### src/hdl/psc_pkg.sv
package psc_pkg;

  // ==========================================================================
  // Widths
  // ==========================================================================
  localparam int unsigned ADDR_W = 18;
  localparam int unsigned LANES = 4;
  localparam int unsigned LANE_W = 8;
  localparam int unsigned DATA_W = LANES * LANE_W;
  localparam int unsigned OFFS_W = 2;

  // ==========================================================================
  // Reset values and field positions
  // ==========================================================================
  localparam logic [ADDR_W-1:0] ADDR_RST = 18'h00000;
  localparam logic [OFFS_W-1:0] OFFS_RST = 2'h0;
  localparam logic [LANES-1:0] LANE_SEL_RST = 4'hF;
  localparam int unsigned OFFS_LSB = 0;

  // ==========================================================================
  // Access phase states
  // ==========================================================================
  typedef enum logic [3:0] {
    PSC_IDLE = 4'h1,
    PSC_READ = 4'h2,
    PSC_WRITE = 4'h4,
    PSC_DESEL = 4'h8
  } psc_state_t;

  // Control inputs of one clock edge, as presented on the pins.
  typedef struct packed {
    logic [ADDR_W-1:0] address;
    logic [LANES-1:0] byte_lane_write_selects;
    logic write_strobe_n;
    logic advance_or_load;
    logic chip_select_one_n;
    logic chip_select_two;
    logic chip_select_three_n;
  } psc_ctrl_t;

  // Write request handed to the array.
  typedef struct packed {
    logic [ADDR_W-1:0] address;
    logic [LANES-1:0] lane_enable;
    logic [DATA_W-1:0] data;
    logic [LANES-1:0] parity;
  } psc_write_t;

endpackage

### src/hdl/psc_ctrl.sv
`timescale 1ns/100ps
// Behaviour
// - Address captured on rising edge selects location.
// - Inputs captured rising edge; qualifier high ignored.
// - Edge counts only with qualifier sampled low.
// - Write strobe sampled only on recognized edges.
// - Low lane select with strobe writes lane.
// - Advance high steps the burst counter.
// - Advance low loads presented address.
// - Three chip selects combine into selection.
// - Qualifier high holds state, no deselect.
// - Data lanes released on write, emerge, deselect.
// - Strap high interleaved, low linear order.
module psc_ctrl (
  input wire logic clk,
  input wire logic reset_n,
  input wire logic clock_qualifier_n,
  input wire psc_pkg::psc_ctrl_t ctrl,
  input wire logic burst_order_strap,
  input wire logic output_drive_enable_n,
  input wire logic [psc_pkg::DATA_W-1:0] data_lane_bits_in,
  input wire logic [psc_pkg::LANES-1:0] parity_lane_bits_in,
  output psc_pkg::psc_write_t write_req,
  output logic write_valid,
  output logic [psc_pkg::ADDR_W-1:0] read_address,
  output logic read_valid,
  output logic selected,
  output logic data_lane_oe,
  output logic interleaved
);

  // ==========================================================================
  // Pin synchronisers and edge qualification
  // ==========================================================================
  // The static strap is asynchronous to clk, so it passes three flops.
  logic [2:0] strap_sync_q;
  logic strap_q;
  always_ff @(posedge clk or negedge reset_n) begin
    if (!reset_n) begin
      strap_sync_q <= 3'h7;
    end else begin
      strap_sync_q <= {strap_sync_q[1:0], burst_order_strap};
    end
  end
  // The strap defaults high, matching a floating pin.
  always_ff @(posedge clk or negedge reset_n) begin
    if (!reset_n) begin
      strap_q <= 1'b1;
    end else if (strap_sync_q[2] == strap_sync_q[1]) begin
      strap_q <= strap_sync_q[2];
    end
  end
  always_ff @(posedge clk or negedge reset_n) begin
    if (!reset_n) begin
      interleaved <= 1'b1;
    end else begin
      interleaved <= strap_q;
    end
  end

  // The bus pins are synchronous to clk and are taken directly.
  logic edge_ok;
  logic sel_now;
  assign edge_ok = !clock_qualifier_n;

  function automatic logic all_selected(input psc_pkg::psc_ctrl_t c);
    return !c.chip_select_one_n && c.chip_select_two && !c.chip_select_three_n;
  endfunction
  assign sel_now = all_selected(ctrl);

  // ==========================================================================
  // Access phase machine
  // ==========================================================================
  psc_pkg::psc_state_t state_q;
  psc_pkg::psc_state_t state_d;
  logic emerge_q;
  always_comb begin
    state_d = state_q;
    if (!sel_now) begin
      state_d = psc_pkg::PSC_DESEL;
    end else if (!ctrl.write_strobe_n) begin
      state_d = psc_pkg::PSC_WRITE;
    end else begin
      state_d = psc_pkg::PSC_READ;
    end
  end
  always_ff @(posedge clk or negedge reset_n) begin
    if (!reset_n) begin
      state_q <= psc_pkg::PSC_DESEL;
    end else if (edge_ok) begin
      state_q <= state_d;
    end
  end
  always_ff @(posedge clk or negedge reset_n) begin
    if (!reset_n) begin
      emerge_q <= 1'b0;
    end else if (edge_ok) begin
      emerge_q <= sel_now && (state_q == psc_pkg::PSC_DESEL);
    end
  end

  // ==========================================================================
  // Address load and burst counter
  // ==========================================================================
  logic [psc_pkg::ADDR_W-1:0] base_q;
  logic [psc_pkg::OFFS_W-1:0] count_q;
  logic [psc_pkg::OFFS_W-1:0] start_q;
  logic [psc_pkg::OFFS_W-1:0] offs;
  always_ff @(posedge clk or negedge reset_n) begin
    if (!reset_n) begin
      base_q <= psc_pkg::ADDR_RST;
      start_q <= psc_pkg::OFFS_RST;
      count_q <= psc_pkg::OFFS_RST;
    end else if (edge_ok) begin
      if (!ctrl.advance_or_load) begin
        base_q <= ctrl.address;
        start_q <= ctrl.address[psc_pkg::OFFS_LSB +: psc_pkg::OFFS_W];
        count_q <= psc_pkg::OFFS_RST;
      end else begin
        count_q <= count_q + 2'h1;
      end
    end
  end
  // Interleaved order flips offset bits; linear order wraps within four.
  assign offs = strap_q ? (start_q ^ count_q) : (start_q + count_q);

  logic [psc_pkg::ADDR_W-1:0] cur_addr;
  always_comb begin
    cur_addr = base_q;
    cur_addr[psc_pkg::OFFS_LSB +: psc_pkg::OFFS_W] = offs;
  end

  // ==========================================================================
  // Write capture and output drive
  // ==========================================================================
  // The write data phase follows the address phase by one edge.
  logic [psc_pkg::LANES-1:0] lanes_q;
  logic wr_pend_q;
  always_ff @(posedge clk or negedge reset_n) begin
    if (!reset_n) begin
      lanes_q <= psc_pkg::LANE_SEL_RST;
      wr_pend_q <= 1'b0;
    end else if (edge_ok) begin
      lanes_q <= ctrl.byte_lane_write_selects;
      wr_pend_q <= sel_now && !ctrl.write_strobe_n;
    end
  end

  always_ff @(posedge clk or negedge reset_n) begin
    if (!reset_n) begin
      write_req <= '0;
      write_valid <= 1'b0;
      read_address <= psc_pkg::ADDR_RST;
      read_valid <= 1'b0;
      selected <= 1'b0;
      data_lane_oe <= 1'b0;
    end else begin
      write_valid <= edge_ok && wr_pend_q;
      read_valid <= edge_ok && state_q == psc_pkg::PSC_READ;
      if (edge_ok) begin
        write_req.address <= cur_addr;
        write_req.lane_enable <= ~lanes_q;
        write_req.data <= data_lane_bits_in;
        write_req.parity <= parity_lane_bits_in;
        read_address <= cur_addr;
        selected <= state_d != psc_pkg::PSC_DESEL;
        // Driving is barred on write, first emerge edge and deselect.
        data_lane_oe <= !output_drive_enable_n && state_q == psc_pkg::PSC_READ
                        && !emerge_q && sel_now && ctrl.write_strobe_n;
      end else begin
        data_lane_oe <= data_lane_oe && !output_drive_enable_n;
      end
    end
  end

  // ==========================================================================
  // Checks
  // ==========================================================================
  chk_hold_when_masked: assert property (@(posedge clk) disable iff (!reset_n)
    clock_qualifier_n |=> $stable(state_q) && $stable(base_q) && $stable(count_q))
    else $error("State moved while the clock qualifier was high.");
  chk_load_address: assert property (@(posedge clk) disable iff (!reset_n)
    edge_ok && !ctrl.advance_or_load |=> base_q == $past(ctrl.address) && count_q == 2'h0)
    else $error("Address was not loaded.");
  chk_advance_count: assert property (@(posedge clk) disable iff (!reset_n)
    edge_ok && ctrl.advance_or_load |=> count_q == $past(count_q) + 2'h1 && $stable(base_q))
    else $error("Burst counter did not advance.");
  chk_deselect_all: assert property (@(posedge clk) disable iff (!reset_n)
    edge_ok && !sel_now |=> state_q == psc_pkg::PSC_DESEL ##1 !data_lane_oe)
    else $error("Inactive chip select did not deselect.");
  chk_write_lanes: assert property (@(posedge clk) disable iff (!reset_n)
    edge_ok && sel_now && !ctrl.write_strobe_n ##1 edge_ok |=>
      write_valid && write_req.lane_enable == ~$past(ctrl.byte_lane_write_selects, 2))
    else $error("Write lanes do not match the lane selects.");
  chk_strobe_masked: assert property (@(posedge clk) disable iff (!reset_n)
    clock_qualifier_n |=> !write_valid)
    else $error("Write issued on an unrecognized edge.");
  chk_write_release: assert property (@(posedge clk) disable iff (!reset_n)
    edge_ok && !ctrl.write_strobe_n |=> !data_lane_oe)
    else $error("Data lanes driven during a write.");
  chk_emerge_release: assert property (@(posedge clk) disable iff (!reset_n)
    edge_ok && state_q == psc_pkg::PSC_DESEL ##1 edge_ok |=> !data_lane_oe)
    else $error("Data lanes driven on the edge after deselect.");
  chk_selected_flag: assert property (@(posedge clk) disable iff (!reset_n)
    edge_ok |=> selected == $past(sel_now))
    else $error("Selection flag disagrees with the chip selects.");
  chk_strap_order: assert property (@(posedge clk) disable iff (!reset_n)
    strap_sync_q[2] == strap_sync_q[1] |=> strap_q == $past(strap_sync_q[2]))
    else $error("Burst order did not follow the strap.");

  cov_write: cover property (@(posedge clk) disable iff (!reset_n) write_valid);
  cov_read_burst: cover property (@(posedge clk) disable iff (!reset_n)
    read_valid ##1 read_valid ##1 read_valid);
  cov_masked_edge: cover property (@(posedge clk) disable iff (!reset_n)
    edge_ok ##1 clock_qualifier_n ##1 edge_ok);
  cov_linear: cover property (@(posedge clk) disable iff (!reset_n) !interleaved && read_valid);

endmodule // psc_ctrl

### config.mk
export PLATFORM = sky130hd
export DESIGN_NAME = psc_ctrl
export DESIGN_NICKNAME = d
export VERILOG_FILES = /design/src/hdl/psc_pkg.sv /design/src/hdl/psc_ctrl.sv
export SDC_FILE = /design/constraint.sdc
export NUM_CORES = 1
export LEC_CHECK = 0
export ABC_AREA = 1
export BUFFER_PORTS_ARGS = -buffer_cell sky130_fd_sc_hd__buf_4
export CORE_ASPECT_RATIO = 1.5
export CORE_MARGIN = 2
export CORE_UTILIZATION = 42
export CTS_CLUSTER_SIZE = 24
export DETAILED_ROUTE_END_ITERATION = 16
export PLACE_DENSITY = 0.71
export SYNTH_ARGS = -nofsm -noshare
export SYNTH_HDL_FRONTEND = slang
export SYNTH_SLANG_ARGS = --single-unit
### constraint.sdc
create_clock -name clk -period 2 [get_ports clk]
set_clock_uncertainty 0.2 [all_clocks]
set_input_delay 0 -clock clk [delete_from_list [all_inputs] [get_ports clk]]
set_output_delay 0 -clock clk [all_outputs]
set_load 0.02 [all_outputs]
==> results.cfg, run 1 <==
[outcome]
status = stopped before the end
failed_stage = clock tree synthesis
firstError = [ERROR RSZ-0060] Max buffer count reached.

[cts]
cts.sinks = 95
cts_resized = 0
postCtsHoldBufs = 129
cts_made_buffers = 9
clockBufferDepth = 2
clock-root-buffer = clkbuf_16
htree_levels = 3
post_cts_buffers = 0

[floorplan]
die_x_um = 81.2
io_pins = 149
die_y_um = 120
initial_utilization = 0.428
rows = 42

[synthesis]
ys.warnings.count = 0
synthesis.area_um2 = 3760
synth_cell_types = 21
ys_ff_latch = 95
syn_nets = 466
ys_seq_area_frac = 0.636
syn_avg_cell_area_um2 = 9.47
synth_cells = 397

[placed_design]
globalplace.congestion = 0.760
port_buffers = 148
dp_hpwl_um = 5760
dp_cells = 623
==> cell families after synthesis <==
kind of cell	after synthesis	synth area share
fa+ha+maj	2	0.00599
simple gates	194	0.202
compound gates	45	0.0603
buf+inv	61	0.0962
flops	95	0.636
==> synth_stat cells (all sizes together) <==
library cell	count	area (µm²)
clkbuf	1	5.00
ha	1	12.5
a21oi	3	15.0
nor3	2	15.0
dfrtp	85	2130
o21ai	41	205
buf	35	260
dfstp	10	263
nor2	11	57.6
nand3	3	15.0
inv	25	96.4
maj3	1	10.0
o22ai	1	6.26
nand2	177	664
nand4	1	6.26
==> metrics by stage <==
step                       util  area (µm²)  setup slack, ns  hold slack, ns
after floorplan               -        3760            0.859          -0.496
after global placement    0.545        4780            0.616          -0.135
after detailed placement  0.545        4780            0.550          -0.119
==> run 2, diff against run 1 <==
- CORE_ASPECT_RATIO: 1.5 -> not set
- CORE_UTILIZATION: 42 -> 27
- CTS_CLUSTER_SIZE: 24 -> not set
- PLACE_DENSITY: 0.71 -> not set
- PLACE_DENSITY_LB_ADDON: not set -> 0.15
==> results.cfg, run 2 <==
[floorplan]
initial_utilization = 0.274
die_y_um = 122
die_x_um = 122
die-area_um2 = 14900
core_um2 = 13700
io_pins = 149
rows = 43

[synthesis]
ys_seq_area_frac = 0.636
synth_area_leaders = dfrtp_1 (57%), nand2_1 (18%), dfstp_2 (7.0%)
yosysTopAreaCell = dfrtp_1
synth_cell_types = 21
synth_cells = 397
syn_avg_cell_area_um2 = 9.47
synth.top_cells.by_count = nand2_1 (177), dfrtp_1 (85), o21ai_0 (34)
synth_edf_count = 0
synthesis.area_um2 = 3760
ys.warnings.count = 0
ys_async_sr_fraction = 1.00
synth.top_cell.area_share = 0.566
yosysMostFrequentCell = nand2_1
ys.flop_type = dfrtp_1
ys_ff_latch = 95
syn_nets = 466

[routing]
wl_per_cell_um = 11.9
wirelength_um = 9810
drcViolationCount = 0
drt_iter0_drc = 152
drt_pre_antenna_iters = 4
vias = 3428
viasPerCell = 4.15
ant_nets = 0

[setup_path]
cp_data_arrival_time_ns = 1.95
crit_chain = dlygate4sd3_1 -> buf_4 -> nand2_1 -> dlygate4sd3_1 -> o21ai_0 -> dlygate4sd3_1
reg2reg_slack_ns = 0.32
start_kind = primary input
rr_startpoint = state_q[3]$_DFFE_PN1N_
worst_path_most_repeated_cell = dlygate4sd3_1
crit_path_max_incr_delay_ns = 0.58
cpMaxStageDelayCell = dlygate4sd3_1
reg2reg_to = data_lane_oe$_DFF_PN0_
worst_setup_path_end_kind = register
cp_max_fo = 1
worst-endpoint-required_ns = 2.02
path_class = primary input to register
ff2ff_path_depth = 6

[finish]
drive_gt1_frac = 0.276
area_growth_pct = 69.1
diodes = 0
instances_no_fill = 826
largest_reg_flops = 58
fin_nets = 711
top_register = write_req
largest_registers = write_req x58, base_q x18, lanes_q x4
finish.utilization = 0.463
final_cell_mix = nand2_1 (177), buf_4 (150), dlygate4sd3_1 (118)
mostFrequentLayoutCell = nand2_1

[timing]
grt_setup_unrepaired = false
setup_viol = 0
fmaxAchievable_mhz = 520
tightestPinTransition_ns = 0.443
setup_tns_ns = 0
hold_violations = 0
final_max_slew_viol_count = 0
slew_headroom = 0.704
layout_min_cycle_time_ns = 1.92
finalCritPeriodShare = 0.962

[grt]
grt_pass1_vias = 3353
grt-ovfl-total = 0
grt_max_degree = 75
grtUsageTotal = 0.138
grt_pass1_wl_um = 16000
grt_antenna_before_repair = 0

[hold_path]
hold_depth = 4
min_to = lanes_q[3]$_DFFE_PN1N_
hold_path.class = primary input to register
worstHoldStart = clock_qualifier_n

[cts]
cts_tree = yes
cts_resized = 0
cts.sinks = 95
clock-root-buffer = clkbuf_16
htree_levels = 3
clk_transition_reported_paths_ns = 0.06
clock_latency_ns = 0.34
clockBufferDepth = 2
cts_made_buffers = 9

[pwr]
powerDensity_nw_per_um2 = 818
peakVddDrop_uv = 325
p_leak_nw = 3.21
fin_total_pwr_mw = 5.20

[flow_run]
drv_cap = 0

[placed_design]
port_buffers = 148
globalplace.congestion = 0.684
dp_cells = 693
dp_hpwl_um = 5820

[outcome]
status = complete, no violations
-- run 2: cell counts after synthesis --
Identical to the previous run, type by type.
-- run 2: critical path: cells and delay by family --
family | cells | cell delay [ns]
compound gates | 1 | 0.08
buf+inv | 4 | 1.82
simple gates | 1 | 0.06
-- run 2: metal layers --
layer / vias to the layer above / wire length (µm) / global-route usage
met3: 13 / 603 / 0.0309
met1: 1617 / 4370 / 0.179
met4: 0 / 214 / 0.0718
met5: - / 0 / 0
li1: 1692 / - / -
met2: 106 / 4620 / 0.216
-- run 2: kinds of logic (layout without fill, tap and decap cells) --
logic type	after synthesis	count (layout)	synth area share
simple gates	194	194	0.202
buf+inv	61	310	0.0962
flops	95	95	0.636
fa+ha+maj	2	2	0.00599
compound gates	45	45	0.0603
-- run 2: layout make-up --
| type | count | area [µm²] |
|---|---|---|
| flip-flops and latches | 95 | 2390 |
| repair buffers | 270 | 2350 |
| clock buffers | 12 | 246 |
| fillers | 1293 | 7360 |
| clock inverters | 3 | 43.8 |
| inverters | 25 | 96.3 |
| multi-input cells | 241 | 1010 |
| well taps | 180 | 225 |
-- run 2: timing repair --
item / 4_1_cts / 5_1_grt
setup buffers: 0 / 0
hold endpoints to repair: 164 / 0
setup endpoints to repair: 0 / 1
hold buffers: 118 / 0
-- run 2: how the worst max path moves through the flow --
stage	start	to	cells past startpoint
floorplan	count_q[0]$_DFFE_PN0N_	write_req[41]$_DFFE_PN0N_	5
global placement	clock_qualifier_n	write_req[32]$_DFFE_PN0N_	5
detailed placement	clock_qualifier_n	write_req[20]$_DFFE_PN0N_	5
CTS	ctrl[10]	base_q[1]$_DFFE_PN0P_	6
global route	clock_qualifier_n	base_q[7]$_DFFE_PN0P_	6
finish	ctrl[24]	base_q[15]$_DFFE_PN0P_	6
-- run 2: through the flow --
stage	cell area [µm²]	setup slack, ns	hold slack (ns)
3_5_place_dp	4880	0.726	-0.354
6_report	6360	0.0754	0.0339
4_1_cts	6360	0.124	0.0271
2_1_floorplan	3760	0.859	-0.496
3_3_place_gp	4880	0.763	-0.355
5_1_grt	6360	0.0212	0.0641
-- run 2: report_power, final --
part / leakage [nW] / internal (mW) / switching (mW)
sequential: 1.15 / 2.14 / 0.137
combinational: 1.91 / 0.622 / 0.607
clock: 0.143 / 0.997 / 0.694
Note: power is estimated with default switching activity, not from simulation.
==> run 3, diff against run 2 <==
--- a/config.mk
+++ b/config.mk
@@ -8,3 +8,2 @@
 export ABC_AREA = 1
-export BUFFER_PORTS_ARGS = -buffer_cell sky130_fd_sc_hd__buf_4
 export CORE_MARGIN = 2
@@ -12,2 +11,3 @@
 export DETAILED_ROUTE_END_ITERATION = 16
+export DONT_BUFFER_PORTS = 1
 export PLACE_DENSITY_LB_ADDON = 0.15
==> constraint.sdc (replaced) <==
create_clock -name clk -period 2 [get_ports clk]
set_clock_uncertainty 0.2 [all_clocks]
set_input_delay 0.1 -clock clk [delete_from_list [all_inputs] [get_ports clk]]
set_output_delay 0.1 -clock clk [all_outputs]
set_load 0.02 [all_outputs]
==> results.cfg, run 3 (synthesis results as in run 2) <==
[outcome]
status = finished with violations
violations = negative hold slack

[hold_path]
hold_path.class = primary input to asynchronous set/reset pin

[finish]
largest_registers = write_req x58, base_q x18, lanes_q x4
final_cell_mix = nand2_1 (177), dlygate4sd3_1 (89), dfrtp_1 (85)
largest_reg_flops = 58
diodes = 0
fin_nets = 533
drive_gt1_frac = 0.0640
top_register = write_req
mostFrequentLayoutCell = nand2_1
area_growth_pct = 32.4

[setup_path]
worst_path_most_repeated_cell = dlygate4sd3_1
path_class = primary input to register
crit_chain = dlygate4sd3_1 -> nand2_1 -> dlygate4sd3_1 -> nand2_1 -> dlygate4sd3_1
critPathTopFamily = buffers and inverters
cpMaxStageDelayCell = dlygate4sd3_1
cp_max_fo = 1
start_kind = primary input
crit_path_max_incr_delay_ns = 0.55
worst_setup_path_end_kind = register
path_buf_inv = 3
cp_data_arrival_time_ns = 1.86
worst-endpoint-required_ns = 2.07

[floorplan]
die_x_um = 122
core_um2 = 13700
initial_utilization = 0.274
die-area_um2 = 14900
die_y_um = 122
rows = 43
io_pins = 149

[placed_design]
pre_cts_slack_ns = 0.796
globalplace.congestion = 0.717
dp_hpwl_um = 4770
port_buffers = 0

[timing]
fmaxAchievable_mhz = 559
slew_headroom = 0.545
hold_slack_ns = -0.755
grt_setup_unrepaired = false
finalCritPeriodShare = 0.895
setup_viol = 0
fin_ws_ns = 0.211
tightestPinTransition_ns = 0.681
final_max_slew_viol_count = 0
setup_tns_ns = 0
layout_min_cycle_time_ns = 1.79
hold_violations = 96

[cts]
clock-root-buffer = clkbuf_16
htree_levels = 3
cts_resized = 0
clk_transition_reported_paths_ns = 0.07
clockBufferDepth = 2
cts_made_buffers = 9
post_cts_buffers = 0
cts.sinks = 95
clock_latency_ns = 0.34
cts_tree = yes

[pwr]
powerDensity_nw_per_um2 = 957
p_comb_frac = 0.095
seqPwrFrac = 0.533
clkPwrFrac = 0.372
switching_share = 0.283
peakVddDrop_uv = 488
switchingPower_mw = 1.35
p_leak_nw = 2.37
p_int_mw = 3.41

[routing]
viasPerCell = 4.17
wirelength_um = 8830
drt_pre_antenna_iters = 4
drcViolationCount = 0
wl_per_cell_um = 13.6
ant_nets = 0
vias = 2705
drt_iter0_drc = 113

[flow_run]
drv_cap = 0

[grt]
grtUsageTotal = 0.127
grt-ovfl-total = 0
grt_pass1_wl_um = 14200
grt_pass1_vias = 2768
grt_antenna_before_repair = 0
grt_max_degree = 96
==> run 3: layout make-up <==
class / instances / area (µm²)
Clock buffer: 13 / 260
Clock inverter: 3 / 42.5
Fill cell: 1378 / 8740
Inverter: 25 / 96.3
Multi-Input combinational cell: 241 / 1010
Sequential cell: 95 / 2390
Tap cell: 180 / 225
Timing Repair Buffer: 92 / 953
==> run 3: power by group through the flow <==
stage,combinational [mW],sequential [mW],clock (mW)
final,0.453,2.54,1.77
after global routing,0.526,2.57,1.93
after CTS,0.454,2.54,1.86
after detailed placement,0.267,2.57,0
after global placement,0.259,2.58,0
after floorplan,0.416,2.45,0
==> run 3: repair_timing <==
item,in CTS,in global routing
endpoints found under the hold margin,186,100
setup endpoints to repair,0,1
hold buffers,90,2
==> run 3: final timing paths <==
path	from	to	slack, ns	cells after the start
max	ctrl[7]	lanes_q[2]$_DFFE_PN1N_	0.21	5
min	reset_n	write_req[49]$_DFFE_PN0N_	-0.75	0
max reg2reg	state_q[3]$_DFFE_PN1N_	data_lane_oe$_DFF_PN0_	0.34	6
min reg2reg	strap_sync_q[0]$_DFF_PN1_	strap_sync_q[1]$_DFF_PN1_	0.17	0
max in group asynchronous	reset_n	interleaved$_DFF_PN1_	2.15	0
min in group clk	clock_qualifier_n	write_req[32]$_DFFE_PN0N_	0	4
==> run 3: through the flow <==
step / cells / area (µm²) / hold WS (ns) / utilization / total power [mW]
final: 649 / 4970 / -0.755 / 0.363 / 4.76
after global routing: 649 / 4970 / -0.785 / 0.363 / 5.03
after CTS: 648 / 4960 / -0.775 / 0.362 / 4.85
after detailed placement: 542 / 3730 / -0.393 / 0.272 / 2.84
after global placement: 542 / 3730 / -0.393 / 0.272 / 2.84
after floorplan: 397 / 3760 / -0.396 / - / 2.87
==> run 3: metal layers <==
layer,vias to the layer above,track usage,part of all wire
li1,1337,-,-
met4,0,0.0388,0.011
met2,100,0.209,0.46
met3,5,0.0581,0.082
met5,-,0,0
met1,1263,0.149,0.44
